==> src/core/bfs_pkg.sv <==
package bfs_pkg;
   // ==========================================
   // register bus
   localparam int AW = 4;
   localparam int DW = 32;
   localparam logic [AW-1:0] ADDR_STATUS = 4'h0;
   localparam logic [AW-1:0] ADDR_MASK = 4'h4;
   localparam logic [AW-1:0] ADDR_CONTROL = 4'h8;
   localparam logic [AW-1:0] ADDR_STATE = 4'hc;

   // ==========================================
   // status and mask layout
   localparam int EVW = 5;
   localparam int EV_UNDERVOLT = 0;
   localparam int EV_OVERCURRENT = 1;
   localparam int EV_THERMAL = 2;
   localparam int EV_WARN = 3;
   localparam int EV_RECHARGE = 4;
   localparam logic [EVW-1:0] STATUS_RST = 5'h00;
   localparam logic [EVW-1:0] MASK_RST = 5'h00;

   // ==========================================
   // control layout
   localparam int CTL_HALF_BRIDGE = 0;
   localparam logic CONTROL_RST = 1'b0;

   // ==========================================
   // live state layout
   localparam int STW = 7;
   localparam int ST_UNDERVOLT = 0;
   localparam int ST_OC_LATCH = 1;
   localparam int ST_OT_LATCH = 2;
   localparam int ST_WARN = 3;
   localparam int ST_HOLD_ONE = 4;
   localparam int ST_HOLD_TWO = 5;
   localparam int ST_SHUTDOWN = 6;

   // ==========================================
   // bridge layout
   localparam int NHB = 4;
   localparam int NPAIR = 2;

   // ==========================================
   // timing
   localparam int CLK_PERIOD_NS = 10;
   localparam int BOOT_PULSE_NS = 60;
   localparam int BOOT_PERIOD_NS = 2000;
   localparam int BOOT_PULSE_CYC = (BOOT_PULSE_NS + CLK_PERIOD_NS - 1) / CLK_PERIOD_NS;
   localparam int BOOT_PERIOD_CYC = BOOT_PERIOD_NS / CLK_PERIOD_NS;
   localparam int BOOT_CNT_W = 16;
endpackage

==> src/core/bfs_sync_if.sv <==
`timescale 1ns/1ns
`default_nettype none
interface bfs_sync_if #(
   parameter int W = 1
) ();
   logic [W-1:0] raw;
   logic [W-1:0] clean;
   modport filt (input raw, output clean);
   modport user (output raw, input clean);
endinterface
`default_nettype wire

==> src/core/bfs_supervisor.sv <==
// Added by the designer: the Avalon-MM register port and the placing of the registers.
`timescale 1ns/1ns
`default_nettype none
module bfs_supervisor #(
   parameter int BOOT_PERIOD_CYC = bfs_pkg::BOOT_PERIOD_CYC,
   parameter int BOOT_PULSE_CYC = bfs_pkg::BOOT_PULSE_CYC
) (
   input wire logic i_clk,
   input wire logic i_arst_n,
   input wire logic [bfs_pkg::AW-1:0] i_avs_address,
   input wire logic i_avs_read,
   input wire logic i_avs_write,
   input wire logic [bfs_pkg::DW-1:0] i_avs_writedata,
   input wire logic [3:0] i_avs_byteenable,
   output logic [bfs_pkg::DW-1:0] o_avs_readdata,
   output logic o_avs_waitrequest,
   input wire logic i_pair_one_hold_n,
   input wire logic i_pair_two_hold_n,
   input wire logic i_gate_drive_supply_ok,
   input wire logic i_common_supply_ok,
   input wire logic [bfs_pkg::NHB-1:0] i_overcurrent,
   input wire logic i_overtemp_warn,
   input wire logic i_thermal_shutdown,
   input wire logic [bfs_pkg::NHB-1:0] i_boot_cap_undervolt,
   input wire logic [bfs_pkg::NHB-1:0] i_duty_too_high,
   output logic [bfs_pkg::NHB-1:0] o_bridge_enable,
   output logic [bfs_pkg::NHB-1:0] o_weak_pulldown,
   output logic [bfs_pkg::NHB-1:0] o_high_side_off,
   output logic o_fault_n_o,
   output logic o_fault_n_oe,
   output logic o_overtemp_warn_n_o,
   output logic o_overtemp_warn_n_oe,
   output logic o_irq
);
   import bfs_pkg::*;

   localparam int NSYNC = 2 + 2 + NHB + 2 + NHB + NHB;

   if (BOOT_PULSE_CYC < 1 || BOOT_PULSE_CYC >= BOOT_PERIOD_CYC ||
       BOOT_PERIOD_CYC >= (1 << BOOT_CNT_W)) begin : g_bad_timing
      $error("bfs_supervisor: recharge timing out of range");
   end

   // ==========================================
   // input synchronisation
   logic [1:0] hold_s;
   logic gate_ok_s;
   logic common_ok_s;
   logic [NHB-1:0] oc_s;
   logic warn_s;
   logic thermal_shutdown_s;
   logic [NHB-1:0] boot_uv_s;
   logic [NHB-1:0] duty_s;

   bfs_sync_if #(.W(NSYNC)) sync_bus ();

   assign sync_bus.raw = {i_pair_two_hold_n, i_pair_one_hold_n, i_gate_drive_supply_ok,
                          i_common_supply_ok, i_overcurrent, i_overtemp_warn,
                          i_thermal_shutdown, i_boot_cap_undervolt, i_duty_too_high};
   assign {hold_s, gate_ok_s, common_ok_s, oc_s, warn_s, thermal_shutdown_s, boot_uv_s, duty_s} =
      sync_bus.clean;

   bfs_sync #(.W(NSYNC)) u_sync (
      .i_clk(i_clk),
      .i_arst_n(i_arst_n),
      .bus(sync_bus.filt)
   );

   // ==========================================
   // fault state
   logic [1:0] hold_prev_reg;
   logic oc_latch_reg;
   logic ot_latch_reg;
   logic warn_prev_reg;
   logic uv_prev_reg;
   logic half_mode_reg;
   logic hold_rise;
   logic holds_high;
   logic uv_now;
   logic oc_any;
   logic shutdown_now;

   assign hold_rise = |(hold_s & ~hold_prev_reg);
   assign holds_high = &hold_s;
   assign uv_now = ~gate_ok_s | ~common_ok_s;
   assign oc_any = |oc_s;
   assign shutdown_now = uv_now | oc_any | thermal_shutdown_s | oc_latch_reg | ot_latch_reg;

   always_ff @(posedge i_clk or negedge i_arst_n) begin
      if (!i_arst_n) begin
         hold_prev_reg <= 2'h0;
         warn_prev_reg <= 1'b0;
         // supplies read bad out of reset, so no false rise
         uv_prev_reg <= 1'b1;
      end else begin
         hold_prev_reg <= hold_s;
         warn_prev_reg <= warn_s;
         uv_prev_reg <= uv_now;
      end
   end

   always_ff @(posedge i_clk or negedge i_arst_n) begin
      if (!i_arst_n) begin
         oc_latch_reg <= 1'b0;
      end else if (oc_any) begin
         oc_latch_reg <= 1'b1;
      end else if (hold_rise) begin
         oc_latch_reg <= 1'b0;
      end
   end

   // thermal latch until both holds low
   always_ff @(posedge i_clk or negedge i_arst_n) begin
      if (!i_arst_n) begin
         ot_latch_reg <= 1'b0;
      end else if (thermal_shutdown_s) begin
         ot_latch_reg <= 1'b1;
      end else if (hold_s == 2'h0) begin
         ot_latch_reg <= 1'b0;
      end
   end

   // ==========================================
   // power stage and status pins
   // open-drain pins drive low only
   assign o_fault_n_o = 1'b0;
   assign o_overtemp_warn_n_o = 1'b0;

   // Hi-Z and fault pin on same edge
   always_ff @(posedge i_clk or negedge i_arst_n) begin
      if (!i_arst_n) begin
         o_bridge_enable <= '0;
         o_fault_n_oe <= 1'b1;
      end else begin
         // each hold gates its own pair
         o_bridge_enable <= {{2{hold_s[1] & ~shutdown_now}}, {2{hold_s[0] & ~shutdown_now}}};
         o_fault_n_oe <= ~(shutdown_now & holds_high);
      end
   end

   always_ff @(posedge i_clk or negedge i_arst_n) begin
      if (!i_arst_n) begin
         o_overtemp_warn_n_oe <= 1'b1;
      end else begin
         o_overtemp_warn_n_oe <= ~warn_s;
      end
   end

   always_ff @(posedge i_clk or negedge i_arst_n) begin
      if (!i_arst_n) begin
         o_weak_pulldown <= '0;
      end else begin
         o_weak_pulldown <= {{2{~hold_s[1] & ~half_mode_reg}}, {2{~hold_s[0] & ~half_mode_reg}}};
      end
   end

   // ==========================================
   // bootstrap recharge pulses
   logic [BOOT_CNT_W-1:0] boot_cnt_reg;
   logic [NHB-1:0] boot_req;
   logic boot_window;
   logic boot_start;

   assign boot_req = boot_uv_s | duty_s;
   assign boot_window = boot_cnt_reg < BOOT_PULSE_CYC[BOOT_CNT_W-1:0];
   assign boot_start = |(boot_req & ~o_high_side_off) & boot_window;

   always_ff @(posedge i_clk or negedge i_arst_n) begin
      if (!i_arst_n) begin
         boot_cnt_reg <= '0;
      end else if (boot_cnt_reg == BOOT_CNT_W'(BOOT_PERIOD_CYC - 1)) begin
         boot_cnt_reg <= '0;
      end else begin
         boot_cnt_reg <= boot_cnt_reg + 1'b1;
      end
   end

   for (genvar h = 0; h < NHB; h++) begin : g_boot
      always_ff @(posedge i_clk or negedge i_arst_n) begin
         if (!i_arst_n) begin
            o_high_side_off[h] <= 1'b0;
         end else begin
            o_high_side_off[h] <= boot_req[h] & boot_window;
         end
      end
   end

   // ==========================================
   // register bus slave
   logic ack_reg;
   logic wr_en;
   logic [EVW-1:0] status_reg;
   logic [EVW-1:0] mask_reg;
   logic [EVW-1:0] events;
   logic [EVW-1:0] clr;
   logic [STW-1:0] live;
   logic [DW-1:0] rd_mux;

   assign o_avs_waitrequest = ~ack_reg;
   assign wr_en = ack_reg & i_avs_write & i_avs_byteenable[0];

   always_ff @(posedge i_clk or negedge i_arst_n) begin
      if (!i_arst_n) begin
         ack_reg <= 1'b0;
      end else begin
         ack_reg <= (i_avs_read | i_avs_write) & ~ack_reg;
      end
   end

   always_comb begin
      live = '0;
      live[ST_UNDERVOLT] = uv_now;
      live[ST_OC_LATCH] = oc_latch_reg;
      live[ST_OT_LATCH] = ot_latch_reg;
      live[ST_WARN] = warn_s;
      live[ST_HOLD_ONE] = hold_s[0];
      live[ST_HOLD_TWO] = hold_s[1];
      live[ST_SHUTDOWN] = shutdown_now;
   end

   always_comb begin
      rd_mux = '0;
      if (i_avs_address == ADDR_STATUS) begin
         rd_mux[EVW-1:0] = status_reg;
      end else if (i_avs_address == ADDR_MASK) begin
         rd_mux[EVW-1:0] = mask_reg;
      end else if (i_avs_address == ADDR_CONTROL) begin
         rd_mux[CTL_HALF_BRIDGE] = half_mode_reg;
      end else if (i_avs_address == ADDR_STATE) begin
         rd_mux[STW-1:0] = live;
      end
   end

   always_ff @(posedge i_clk or negedge i_arst_n) begin
      if (!i_arst_n) begin
         o_avs_readdata <= '0;
      end else if (i_avs_read & ~ack_reg) begin
         o_avs_readdata <= rd_mux;
      end
   end

   always_ff @(posedge i_clk or negedge i_arst_n) begin
      if (!i_arst_n) begin
         mask_reg <= MASK_RST;
      end else if (wr_en && i_avs_address == ADDR_MASK) begin
         mask_reg <= i_avs_writedata[EVW-1:0];
      end
   end

   always_ff @(posedge i_clk or negedge i_arst_n) begin
      if (!i_arst_n) begin
         half_mode_reg <= CONTROL_RST;
      end else if (wr_en && i_avs_address == ADDR_CONTROL) begin
         half_mode_reg <= i_avs_writedata[CTL_HALF_BRIDGE];
      end
   end

   // ==========================================
   // interrupt status, write one to clear, set wins
   always_comb begin
      events = '0;
      events[EV_UNDERVOLT] = uv_now & ~uv_prev_reg;
      events[EV_OVERCURRENT] = oc_any & ~oc_latch_reg;
      events[EV_THERMAL] = thermal_shutdown_s & ~ot_latch_reg;
      events[EV_WARN] = warn_s & ~warn_prev_reg;
      events[EV_RECHARGE] = boot_start;
   end

   assign clr = (wr_en && i_avs_address == ADDR_STATUS) ? i_avs_writedata[EVW-1:0] : '0;

   always_ff @(posedge i_clk or negedge i_arst_n) begin
      if (!i_arst_n) begin
         status_reg <= STATUS_RST;
      end else begin
         status_reg <= (status_reg & ~clr) | events;
      end
   end

   always_ff @(posedge i_clk or negedge i_arst_n) begin
      if (!i_arst_n) begin
         o_irq <= 1'b0;
      end else begin
         o_irq <= |(((status_reg & ~clr) | events) & mask_reg);
      end
   end
endmodule
`default_nettype wire

==> src/core/bfs_sync.sv <==
`timescale 1ns/1ns
`default_nettype none
module bfs_sync #(
   parameter int W = 1
) (
   input wire logic i_clk,
   input wire logic i_arst_n,
   bfs_sync_if.filt bus
);
   logic [W-1:0] s1_reg;
   logic [W-1:0] s2_reg;
   logic [W-1:0] s3_reg;
   logic [W-1:0] clean_reg;

   // ==========================================
   // three-flop chain, accept once stages two and three agree
   // synchronise all inputs
   always_ff @(posedge i_clk or negedge i_arst_n) begin
      if (!i_arst_n) begin
         s1_reg <= '0;
         s2_reg <= '0;
         s3_reg <= '0;
      end else begin
         s1_reg <= bus.raw;
         s2_reg <= s1_reg;
         s3_reg <= s2_reg;
      end
   end

   // per bit, so one settling bit never blocks another
   for (genvar b = 0; b < W; b++) begin : g_bit
      always_ff @(posedge i_clk or negedge i_arst_n) begin
         if (!i_arst_n) begin
            clean_reg[b] <= 1'b0;
         end else if (s2_reg[b] == s3_reg[b]) begin
            clean_reg[b] <= s3_reg[b];
         end
      end
   end

   assign bus.clean = clean_reg;
endmodule
`default_nettype wire

==> config.mk <==
export PLATFORM = sky130hd
export DESIGN_NAME = bfs_supervisor
export DESIGN_NICKNAME = d
export VERILOG_FILES = /design/src/core/bfs_pkg.sv /design/src/core/bfs_sync_if.sv /design/src/core/bfs_supervisor.sv /design/src/core/bfs_sync.sv
export SDC_FILE = /design/constraint.sdc
export NUM_CORES = 1
export LEC_CHECK = 0
export BUFFER_PORTS_ARGS = -buffer_cell sky130_fd_sc_hd__clkbuf_2
export CORE_MARGIN = 2
export CORE_UTILIZATION = 52
export DETAILED_ROUTE_END_ITERATION = 10
export PLACE_DENSITY = 0.77
export SLEW_MARGIN = 10
export SYNTH_ARGS = -nofsm -noshare
export SYNTH_HDL_FRONTEND = slang
export SYNTH_SLANG_ARGS = --single-unit
==> constraint.sdc <==
create_clock -name i_clk -period 2.9 [get_ports i_clk]
set_clock_uncertainty 0.2 [all_clocks]
set_input_delay 0 -clock i_clk [delete_from_list [all_inputs] [get_ports i_clk]]
set_output_delay 0 -clock i_clk [all_outputs]
set_load 0.05 [all_outputs]
* Word level (Yosys, flattened, before mapping)
Cells that the tools add are included.
** Word-level totals
- Flip-flop bits (word level) :: 126
- Input port bits :: 62
- Word-level logic and storage cells :: 136
- Output and inout bits :: 50
** Operators by class
- Muxes and demuxes :: 13
- Equality and inequality tests :: 22
- Add/subtract/negate cells :: 1
- Bitwise gates (word level) :: 46
- Reduce and logical (&&, ||, !) cells :: 12
- Order comparisons :: 1
** Operators by type and width (count)
- $and 1x1->1 :: 18
- $eq 1x1->1 :: 18
- $add 16x1->16 const B :: 1
- $eq 16x8->1 const B :: 1
- $lt 16x3->1 const B :: 1
- $mux 16 :: 1
- $mux 5 :: 3
- $not 1->1 :: 13
- $and 5x5->5 :: 2
- $eq 4x4->1 const B :: 2
- $reduce_or 4->1 :: 2
- $mux 7 :: 1
- $mux 6 :: 1
- $or 1x1->1 :: 6
- $mux 1 :: 5
- $not 5->5 :: 1
- $or 5x5->5 :: 1
- $reduce_or 5->1 :: 1
- $and 4x4->4 :: 1
- $eq 4x3->1 const B :: 1
- $logic_not 4->1 :: 1
- $mux 2 :: 2
- $not 4->4 :: 1
- $or 4x4->4 :: 1
- 7 further kinds :: 10

* Depth between registers and ports, before layout
Gate-level depths: netlist (run 1).
- Depth in word-level cells :: 10
- Mapped depth :: 6

* Hierarchy
A second synthesis (run 1) with hierarchy kept.
** Second synthesis, totals
- Cells, all modules :: 310
- Area total of the unflattened synthesis :: 4415.5 µm²
** Modules (own cells, without submodules)
- bfs_supervisor :: cells an instance 220, instances 1, area an instance 2411.1 µm², sequential area each 1305.0 µm²
- bfs_sync :: cells an instance 90, instances 1, area an instance 2004.4 µm², sequential area each 1801.7 µm²

* Least setup slack after synthesis (run 1)
Ideal clock, no wire load.
- Path kind :: flip-flop to flip-flop
- Start point :: register boot_cnt_reg[3]
- End point :: register o_irq
- Stages on the path, launching flop included :: 6
- Setup time :: 0.072 ns
- Period minus slack after synthesis :: 2.156 ns
- Setup slack :: 0.744 ns
- Arrival :: 1.884 ns
- Buffers on the path :: 0
- Cell sequence :: dfrtp_1 > or4_4 > or4_4 > o21bai_1 > a21bo_1 > nand4b_1
** Between the ends
- Cells in the longest elaborated chain, start to end :: 5
** RTL lines
- start, declared :: RTL line bfs_supervisor.sv:159 : logic [BOOT_CNT_W-1:0] boot_cnt_reg;
- start signal, assigned :: RTL line bfs_supervisor.sv:174 : boot_cnt_reg <= boot_cnt_reg + 1'b1;
- $lt 16x3->1 :: RTL line bfs_supervisor.sv:165 : assign boot_window = boot_cnt_reg < BOOT_PULSE_CYC[BOOT_CNT_W-1:0];
- $and 1x1->1 :: RTL line bfs_supervisor.sv:166 : assign boot_start = |(boot_req & ~o_high_side_off) & boot_window;
- $or 5x5->5 :: RTL line bfs_supervisor.sv:283 : o_irq <= |(((status_reg & ~clr) | events) & mask_reg);
- $and 5x5->5 :: RTL line bfs_supervisor.sv:283
- $reduce_or 5->1 :: RTL line bfs_supervisor.sv:283
- end signal, assigned :: RTL line bfs_supervisor.sv:283
- end, declared :: RTL line bfs_supervisor.sv:33 : output logic o_irq
No other way between the ends.
A chain may end at the register's enable or synchronous reset.

* Worst setup path after layout (run 1)
- Start point :: register ack_reg
- End point :: register mask_reg[1]
** Between the ends
- Cells in the longest elaborated chain, start to end :: 3
** RTL lines
- start, declared :: RTL line bfs_supervisor.sv:190 : logic ack_reg;
- start signal, assigned :: RTL line bfs_supervisor.sv:206 : ack_reg <= (i_avs_read | i_avs_write) & ~ack_reg;
- $and 1x1->1 (2 in a row) :: RTL line bfs_supervisor.sv:200 : assign wr_en = ack_reg & i_avs_write & i_avs_byteenable[0];
- $logic_and 1x1->1 :: RTL line bfs_supervisor.sv:245 : end else if (wr_en && i_avs_address == ADDR_MASK) begin
- end signal, assigned :: RTL line bfs_supervisor.sv:246 : mask_reg <= i_avs_writedata[EVW-1:0];
- end, declared :: RTL line bfs_supervisor.sv:193 : logic [EVW-1:0] mask_reg;
No other way between the ends.

==> results.md, run 1 <==
* Status: finished clean
* Min Tclk post-route at 2710 ps
* Clk Latency, worst-skew pair at 520 ps
* Cell taking the most area after synthesis: dfrtp_1
* Worst r2r src: ack_reg
* Post-route cell area at 0.00596 mm2
* CTS Buf Count at 17
* Relative slew slack at 62.7%
* ANT cells at 0
* DRT Pass-1 Iters at 4
* Post-Layout Cell Count at 574
* Critical path's most frequent cell: dlygate4sd3_1
* Worst Setup End Kind: flop
* Peak Freq at 369 MHz
* Number of nets in the layout at 519
* Main area contributors after synthesis: dfrtp_1, buf_4, maj3_1, nor2_1, nand3_1
* Gr usage total at 18.3%
* Most frequent cells in the layout: dfrtp_1, dlygate4sd3_1, clkbuf_2
* Die area at 0.00928 mm2
* Yosys warns at 0
* IO buf count at 54
* Site row count at 33
* Routability cong. at 0.771
* Crit path capture: mask_reg[1]
* Top-area cell type share of the netlist area at 68.3%
* Post-synth EDFFs at 0
* Top-level port count at 112
* Via count at 2773
* Largest net degree at the start of global routing at 86
* CTS tree: built
* Core area at 0.00826 mm2
* Vias in the first global route at 2803
* Remaining antenna violation count after routing at 0
* Fin. Hold Viols at 0
* Worst-Margin Slew at 555 ps
* Final Slew Violations at 0
* Gr busiest metal: met2
* CTS Sinks at 124
* Initial DRC count at 188
* First-pass GRT wire length at 12.5 mm
* Root buffer cell: clkbuf_8
* Min-delay worst type: flop to flop
* Most used flip-flop cell after synthesis: dfrtp_1
* Asr flop ratio synth at 100%
* P per Cell Area at 737 mW/mm2
* CTS Buffer Depth at 2
* Worst Setup Start Kind: flop
* Commonest non-fill, non-tap cell in the layout: dfrtp_1
* Area Growth Syn to Fin at 34.5%
* Unrepaired setup endpoints after global routing: no
* Leakage at 2.78 nW
* DP Wirelength at 4.61 mm
* CP Class: flop to flop
* Max Cap Viol at 0
* Levels on crit path at 7
* Reg2Reg Setup Slack at 190 ps
* Met3 Track Usage GR at 6.11%
* Worst EP arrival at 2960 ps
* H-tree levels at 4
* Worst path max stage delay at 580 ps
* Total gr overflow at 0
* Unique masters post-synth at 39
* Top fanout value on the critical path at 7
* CP delay by family, top: buffers and inverters
* Worst Path Buf+Inv at 2
* Starting density of the core at 53.7%
* Vias/cell at 4.83
* Fill cell count at 568
* Worst EP required at 3150 ps
* DRC errors left at 0
* Die X at 96.3 um
* Total power at 0.00440 W
* Critical register-to-register path endpoint: mask_reg[1]
* Setup-failing EPs final at 0
* Mapped Cells at 325
* Crit share post-route at 93.4%
* Register bit total from synthesis at 124
* Detailed Route WL at 7.95 mm
* Placed cell area at 0.00472 mm2
* Initial antenna violation count at 0
* Met2 global-route usage at 31.2%
* Post-CTS setup buffers at 0
* Post-Syn Area per Cell at 13.6 um2
* Crit. Startpoint: ack_reg
* GR Util met1 at 22.0%
* Setup TNS at 0 ps
* R2R depth at 7
* Worst-path clk slew at 60 ps
* Post-synthesis cell area at 0.00443 mm2
* Seq/Total Area, Yosys at 70.1%
* Die height at 96.3 um
* Worst path cell trace: and3_1, nand3_1, nor2_2, nand2_1, dlygate4sd3_1, o21ai_0, dlygate4sd3_1
* Dpl cells at 478
* CP max-delay cell: dlygate4sd3_1
* Detailed-route wire length per cell at 13.9 um
* Peak VDD IR at 394 uV
* Layout cell share with drive strength beyond 1 at 22.2%
## synthesized netlist by cell type, types with 2 or more instances
cell,n
o21ai_1,2
a22o_1,7
dfstp_2,3
xor2_1,7
clkbuf_1,3
or4_4,2
dfrtp_1,121
nand2b_1,3
nand2_1,19
a21bo_2,2
xnor2_1,5
maj3_1,18
mux2_2,5
o31ai_1,3
nor3_1,6
or3_1,2
o21ai_0,7
buf_4,31
nand3_1,18
nand4b_1,2
nor4_1,3
mux2i_1,4
nand4_1,2
o22ai_1,2
nor2_1,25
inv_1,9
and3_1,2
## report_power, final
group          total (W)  switching (W)  leakage [nW]  internal (W)
logic           0.000440       0.000277          1.02      0.000163
registers        0.00191      0.0000638          1.48       0.00184
clock network    0.00205       0.000788         0.284       0.00126
total            0.00440        0.00113          2.78       0.00327
## routing by layer
metal | vias up | part of all wire [%]
met5 | - | 0
li1 | 1319 | -
met3 | 10 | 4.2
met4 | 0 | 1.1
met1 | 1370 | 43
met2 | 74 | 52
## metrics by stage
step | setup WS (ps) | utilization [%] | hold WS [ps]
detailed placement | 593 | 57.2 | -198
floorplan | 744 | - | -496
global route | 60.5 | 72.2 | 152
CTS | 82.6 | 72.2 | 144
global placement | 617 | 57.2 | -198
finish | 192 | 72.2 | 147
## kinds of logic (layout without fill, tap and decap cells)
| logic type | count (synthesis) | after routing | synth area share, % |
|---|---|---|---|
| AO/OA/AOI/OAI | 29 | 29 | 4.74 |
| XOR/XNOR | 12 | 12 | 2.37 |
| adder cells (fa/ha/maj) | 19 | 19 | 4.35 |
| buffers and inverters | 44 | 162 | 6.35 |
| flip-flops | 124 | 124 | 70.1 |
| multiplexers | 10 | 10 | 2.68 |
| other | 1 | 27 | 0.0846 |
| AND/OR/NAND/NOR | 86 | 86 | 9.34 |
## cell type report
| type | instances | area (um2) | area share (%) |
|---|---|---|---|
| Sequential cell | 124 | 3110 | 52.1 |
| Clock buffer | 18 | 428 | 7.17 |
| Clock inverter | 14 | 161 | 2.71 |
| Inverter | 9 | 33.8 | 0.566 |
| Multi-Input combinational cell | 183 | 1140 | 19.2 |
| Timing Repair Buffer | 121 | 958 | 16.1 |
| Tap cell | 105 | 131 | 2.20 |
## repair_timing
action	4_1_cts	5_1_grt
hold buffers	64	0
gates resized for setup	0	1
endpoints found under the setup margin	0	1
hold endpoints to repair	159	0
## how the worst min path moves through the flow
stage,start,to,slack [ps],cells past startpoint
after floorplan,i_arst_n,ack_reg,-500,0
after CTS,i_avs_writedata[0],half_mode_reg,140,3
after detailed placement,i_arst_n,u_sync.s1_reg[4],-200,1
after global placement,i_arst_n,u_sync.s1_reg[8],-200,1
after global routing,u_sync.s1_reg[7],u_sync.s2_reg[7],150,0
final,u_sync.s1_reg[11],u_sync.s2_reg[11],150,0
(Power assumes the default switching activity.)
==> inputs of run 2 (changes only) <==
Settings changed: CORE_UTILIZATION 52 to 40, PLACE_DENSITY 0.77 to 0.62.
==> run 2 against run 1 <==
Compared with the run above:
- combinational power fell by 0.9%
- die area rose by 29%
- via count fell by 0.43%
- total power fell by 1.1%
- sequential power barely moved
- first-iteration DRC count fell by 45%
- critical path type unchanged
- critical endpoint unchanged
- highest routed layer unchanged
==> results.md, run 2 (synthesized netlist as in run 1, its figures left out) <==
* Status: finished clean
* Worst EP required at 3150 ps (about the same)
* Crit share post-route at 91.8% (-1.6 points)
* Top-level port count at 112 (unchanged)
* Clk Latency, worst-skew pair at 510 ps (about the same)
* Peak VDD IR at 422 uV (+7.2%)
* CP max-delay cell: dlygate4sd3_1
* CP delay by family, top: buffers and inverters
* Via count at 2761 (-0.43%)
* Setup-failing EPs final at 0 (unchanged)
* IO buf count at 54 (unchanged)
* Min-delay worst type: flop to flop
* Min Tclk post-route at 2660 ps (-46.4 ps)
* R2R depth at 7 (unchanged)
* P per Cell Area at 728 mW/mm2 (-1.2%)
* Fin. Hold Viols at 0 (unchanged)
* Remaining antenna violation count after routing at 0 (unchanged)
* Unrepaired setup endpoints after global routing: no
* Initial antenna violation count at 0 (unchanged)
* CTS Buf Count at 17 (unchanged)
* Vias in the first global route at 2898 (+3.4%)
* Reg area at 0.00311 mm2 (unchanged)
* CTS Sinks at 124 (unchanged)
* CTS tree: built
* Worst EP arrival at 2910 ps (-50 ps)
* Critical register-to-register path endpoint: mask_reg[1]
* Gr usage total at 14.7% (-3.6 points)
* Worst Setup Start Kind: flop
* Hold slack final at 145 ps (-2.56 ps)
* Worst Path Buf+Inv at 2 (unchanged)
* ANT cells at 0 (unchanged)
* Die X at 109 um (+13%)
* Core area at 0.0108 mm2 (+31%)
* Worst Setup End Kind: flop
* First-pass GRT wire length at 13.3 mm (+6.1%)
* Detailed Route WL at 7.78 mm (-2.2%)
* Root buffer cell: clkbuf_8
* Largest net degree at the start of global routing at 98 (+14%)
* Pre-CTS setup slack at 545 ps (-48.7 ps)
* Starting density of the core at 40.9% (-13 points)
* Max Cap Viol at 0 (unchanged)
* Hold Path Depth at 0 (unchanged)
* Final WS setup at 239 ps (+46.4 ps)
* Worst path max stage delay at 580 ps (about the same)
* Die area at 0.0119 mm2 (+29%)
* Levels on crit path at 7 (unchanged)
* Relative slew slack at 30.8% (-32 points)
* Worst r2r src: ack_reg
* Detailed-route wire length per cell at 12.8 um (-7.5%)
* Site row count at 38 (+15%)
* DRC errors left at 0 (unchanged)
* Leakage at 2.77 nW (-0.45%)
* Worst-Margin Slew at 1030 ps (+474 ps)
* Initial DRC count at 104 (-45%)
* Most frequent cells in the layout: dfrtp_1, dlygate4sd3_1, clkbuf_2
* Multi-input gate area at 0.00114 mm2 (-0.22%)
* Worst-path clk slew at 60 ps (about the same)
* Critical path's most frequent cell: dlygate4sd3_1
* Total gr overflow at 0 (unchanged)
* DRT Pass-1 Iters at 5 (+1)
* Commonest non-fill, non-tap cell in the layout: dfrtp_1
* Reg2Reg Setup Slack at 240 ps (+50 ps)
* Setup TNS at 0 ps (unchanged)
* Routability cong. at 0.779 (+1.1%)
* Peak Freq at 376 MHz (+1.7%)
* Vias/cell at 4.55 (-5.8%)
* Worst Hold Path EP: u_sync.s2_reg[12]
* Top fanout value on the critical path at 6 (-1)
* CTS Buffer Depth at 2 (unchanged)
* Number of nets in the layout at 517 (-0.39%)
* CP Class: flop to flop
* Layout cell share with drive strength beyond 1 at 21.8% (-0.33 points)
* Final Slew Violations at 0 (unchanged)
* Min-delay src: u_sync.s1_reg[12]
* Die height at 109 um (+13%)
* H-tree levels at 4 (unchanged)
* Fill cell count at 912 (+61%)
* Area Growth Syn to Fin at 34.7%
* Worst path cell trace: and3_1, nand3_1, nor2_1, nand2_1, dlygate4sd3_1, o21ai_0, dlygate4sd3_1
* DP Wirelength at 4.68 mm (+1.5%)
[run 2: cell count changes in the layout (fill, tap and decap cells not counted)]
cell / before / now
nor2_2: 1 / 0
nor2_1: 24 / 25
dlygate4sd3_1: 63 / 61
inv_8: 1 / 0
clkbuf_8: 2 / 1
inv_6: 3 / 4
clkbuf_1: 0 / 1
[run 2: worst max-delay path by stage]
stage	end	from	slack, ps
CTS	mask_reg[1]	ack_reg	260
global placement	o_irq	boot_cnt_reg[12]	580
floorplan	o_irq	boot_cnt_reg[3]	740
global route	mask_reg[1]	ack_reg	90
detailed placement	o_irq	boot_cnt_reg[12]	540
finish	mask_reg[1]	ack_reg	240
[run 2: per-layer routing]
metal	global-route usage [%]	vias up	share of wire, %
met5	0	-	0
met4	6.60	0	2.2
met3	4.78	18	4.9
met2	23.6	75	48
met1	18.3	1361	45
li1	-	1307	-
[run 2: cell type report]
cell class | count | share of cell area, %
inverters | 9 | 0.566
well taps | 140 | 2.93
clock inverters | 14 | 2.66
multi-input cells | 183 | 19.1
flip-flops and latches | 124 | 52.0
clock buffers | 18 | 7.00
repair buffers | 119 | 15.7
[run 2: per-stage QoR]
stage | power [W] | utilization (%) | area (um2) | instances
finish | 0.00435 | 55.1 | 5970 | 607
detailed placement | 0.00230 | 44.0 | 4770 | 513
CTS | 0.00440 | 55.1 | 5970 | 607
global placement | 0.00229 | 44.0 | 4770 | 513
floorplan | 0.00221 | - | 4530 | 351
global route | 0.00453 | 55.1 | 5970 | 607
[run 2: timing repair]
item                                   in CTS  in global routing
buffers inserted                            0                  0
endpoints found under the hold margin     159                  0
resized for setup                           0                  0
hold buffers                               62                  0
[run 2: power by group]
| group | switching [W] | internal [W] |
|---|---|---|
| combinational | 0.000276 | 0.000160 |
| clock | 0.000774 | 0.00124 |
| sequential | 0.0000619 | 0.00184 |
==> inputs of run 3 (changes only) <==
Settings changed: ABC_AREA set to 1, PLACE_DENSITY 0.62 to not set.
==> run 3 against run 2 <==
Compared with the run above:
- utilization shrank 1.7 points
- combinational power shrank 1%
- critical path type unchanged
- sequential share of layout area shrank 0.83 points
- clock-buffer cell count grew 3
- via count grew 6.7%
- critical path depth is the same
- final cell count grew 11%
==> results.md, run 3 <==
* Worst Setup Start Kind: flop
* Worst path cell trace: inv_1, nor2_4, nand4_2, nor2_1, dlygate4sd3_1, a21oi_1, dlygate4sd3_1
* Worst-path clk slew at 60 ps (about the same)
* CP Class: flop to flop
* Met3 Track Usage GR at 4.95% (+0.17 points)
* Setup TNS at 0 ps (unchanged)
* Register bit total from synthesis at 124 (unchanged)
* Post-Syn Area per Cell at 11.4 um2 (-16%)
* Vias in the first global route at 2981 (+2.9%)
* Gr usage total at 13.6% (-1.1 points)
* Total gr overflow at 0 (unchanged)
* Top cells by count, synth: dfrtp_1, nand2_1, nor2_1
* Max Cap Viol at 0 (unchanged)
* Asr flop ratio synth at 100% (unchanged)
* Worst EP required at 2980 ps (-170 ps)
* DP Wirelength at 4.99 mm (+6.7%)
* Remaining antenna violation count after routing at 0 (unchanged)
* Die area at 0.0125 mm2 (+4.5%)
* Min Tclk post-route at 2530 ps (-135 ps)
* Detailed-route wire length per cell at 11.2 um (-13%)
* Top fanout value on the critical path at 9 (+3)
* Detailed Route WL at 7.56 mm (-2.8%)
* CTS Buf Count at 17 (unchanged)
* DRC errors left at 0 (unchanged)
* Unique masters post-synth at 29 (-26%)
* Peak Freq at 396 MHz (+5.3%)
* Initial DRC count at 163 (+57%)
* P per Cell Area at 741 mW/mm2 (+1.7%)
* Via count at 2945 (+6.7%)
* Clk Latency, worst-skew pair at 410 ps (-100 ps)
* IO buf count at 54 (unchanged)
* Die X at 112 um (+2.2%)
* Peak VDD IR at 446 uV (+5.5%)
* Gr busiest metal: met2
* Yosys warns at 0 (unchanged)
* Crit share post-route at 87.1% (-4.7 points)
* Initial antenna violation count at 0 (unchanged)
* ANT cells at 0 (unchanged)
* CP max-delay cell: dlygate4sd3_1
* Min-delay worst type: input port to flop
* Post-route cell area at 0.00607 mm2 (+1.6%)
* Placed cell area at 0.00497 mm2 (+4.2%)
* Commonest non-fill, non-tap cell in the layout: dfrtp_1
* Post-synthesis cell area at 0.00464 mm2 (+4.7%)
* Most frequent cells in the layout: dfrtp_1, nand2_1, clkbuf_2
* First-pass GRT wire length at 13.5 mm (+1.7%)
* Unrepaired setup endpoints after global routing: no
* DRT Pass-1 Iters at 4 (-1)
* Largest net degree at the start of global routing at 74 (-24%)
* Leakage at 3.00 nW (+8.3%)
* Routability cong. at 0.837 (+7.4%)
* Top-level port count at 112 (unchanged)
* Top-area cell type share of the netlist area at 65.2% (-3.1 points)
* Critical path's most frequent cell: dlygate4sd3_1
* Die height at 112 um (+2.2%)
* Root buffer cell: clkbuf_16
* Site row count at 39 (+2.6%)
* CTS Buffer Depth at 2 (unchanged)
* Main area contributors after synthesis: dfrtp_1, buf_4, nand2_1, maj3_1, nor2_1
* CTS Sinks at 124 (unchanged)
* Worst EP arrival at 2600 ps (-310 ps)
* Layout cell share with drive strength beyond 1 at 20.6% (-1.2 points)
* Worst Setup End Kind: flop
* Cell taking the most area after synthesis: dfrtp_1
* Most used flip-flop cell after synthesis: dfrtp_1
* H-tree levels at 4 (unchanged)
* Post-synth EDFFs at 0 (unchanged)
* Met2 global-route usage at 21.4% (-2.1 points)
* Worst path max stage delay at 570 ps (about the same)
* Final Slew Violations at 0 (unchanged)
* CTS tree: built
* GR Util met1 at 17.1% (-1.2 points)
* Leading cell type by number of instances after synthesis: dfrtp_1
* Post-cts repair resize count at 0 (unchanged)
* Fin. Hold Viols at 0 (unchanged)
* Number of nets in the layout at 583 (+13%)
* Status: finished clean
* Starting density of the core at 40.8% (-0.077 points)
* Setup-failing EPs final at 0 (unchanged)
* Vias/cell at 4.36 (-4.2%)
* Area Growth Syn to Fin at 30.8%
* Seq/Total Area, Yosys at 66.9% (-3.1 points)
* Mapped Cells at 406 (+25%)
* Core area at 0.0114 mm2 (+4.9%)
[run 3: cell types whose count changed after synthesis, moves of 6 or more]
cell,delta
a21oi_1,+8
nand2_2,+6
nor2_1,+21
nand3_1,-10
nand2_1,+40
inv_1,+36
a22o_1,-7
[run 3: repair_timing]
item / CTS / global route
buffers inserted: 0 / 0
setup endpoints to repair: 0 / 1
hold buffers: 46 / 1
endpoints found under the hold margin: 159 / 2
[run 3: worst paths after layout]
path                                              start                end  slack (ps)  cells past startpoint
min in group asynchronous                      i_arst_n  u_sync.s3_reg[13]         480                      4
worst min register to register         u_sync.s1_reg[4]   u_sync.s2_reg[4]         150                      0
worst min-delay path            i_boot_cap_undervolt[0]   u_sync.s1_reg[4]          30                      2
max in group asynchronous                      i_arst_n        uv_prev_reg        1620                      4
worst max-delay path                            ack_reg        mask_reg[2]         370                      7
worst max register to register                  ack_reg        mask_reg[2]         370                      7
[run 3: final cells by class]
type / count / area [um2]
flip-flops and latches: 124 / 3110
repair buffers: 101 / 771
well taps: 143 / 179
fillers: 955 / 5300
inverters: 46 / 173
clock buffers: 21 / 470
clock inverters: 11 / 155
multi-input cells: 230 / 1210
[run 3: logic make-up after synthesis]
| family | Yosys count | share of synthesized area [%] |
|---|---|---|
| simple gates | 145 | 14.4 |
| xor+xnor | 7 | 1.32 |
| compound gates | 31 | 3.86 |
| buf+inv | 78 | 8.98 |
| flops | 124 | 66.9 |
| other cells | 1 | 0.0808 |
| fa+ha+maj | 19 | 4.15 |
| mux | 1 | 0.243 |
[run 3: routing by layer]
metal / share of wire [%] / routed length [um]
met1: 45 / 3400
met2: 49 / 3720
met3: 4.6 / 346
met4: 1.2 / 90
met5: 0 / 0
[run 3: critical path, delay by kind of cell, from the launching register on]
| family | cells | cell delay [ps] |
|---|---|---|
| compound gates | 1 | 40 |
| buf+inv | 3 | 1240 |
| flops | 1 | 430 |
| simple gates | 3 | 500 |
[run 3: stage by stage]
stage | setup WS, ps | cells | hold WS, ps | power (W) | util, %
final | 374 | 676 | 30.8 | 0.00450 | 53.4
after global routing | 173 | 676 | 20.9 | 0.00470 | 53.4
after CTS | 182 | 676 | 15.1 | 0.00457 | 53.4
after detailed placement | 1260 | 598 | -127 | 0.00231 | 43.7
after global placement | 1280 | 598 | -142 | 0.00230 | 43.7
after floorplan | 1330 | 432 | -496 | 0.00222 | -
[run 3: where the power goes]
group          total [W]  switching [W]  internal [W]
registers        0.00190      0.0000584       0.00184
logic           0.000430       0.000293      0.000137
clock network    0.00216       0.000735       0.00143
total            0.00450        0.00109       0.00341
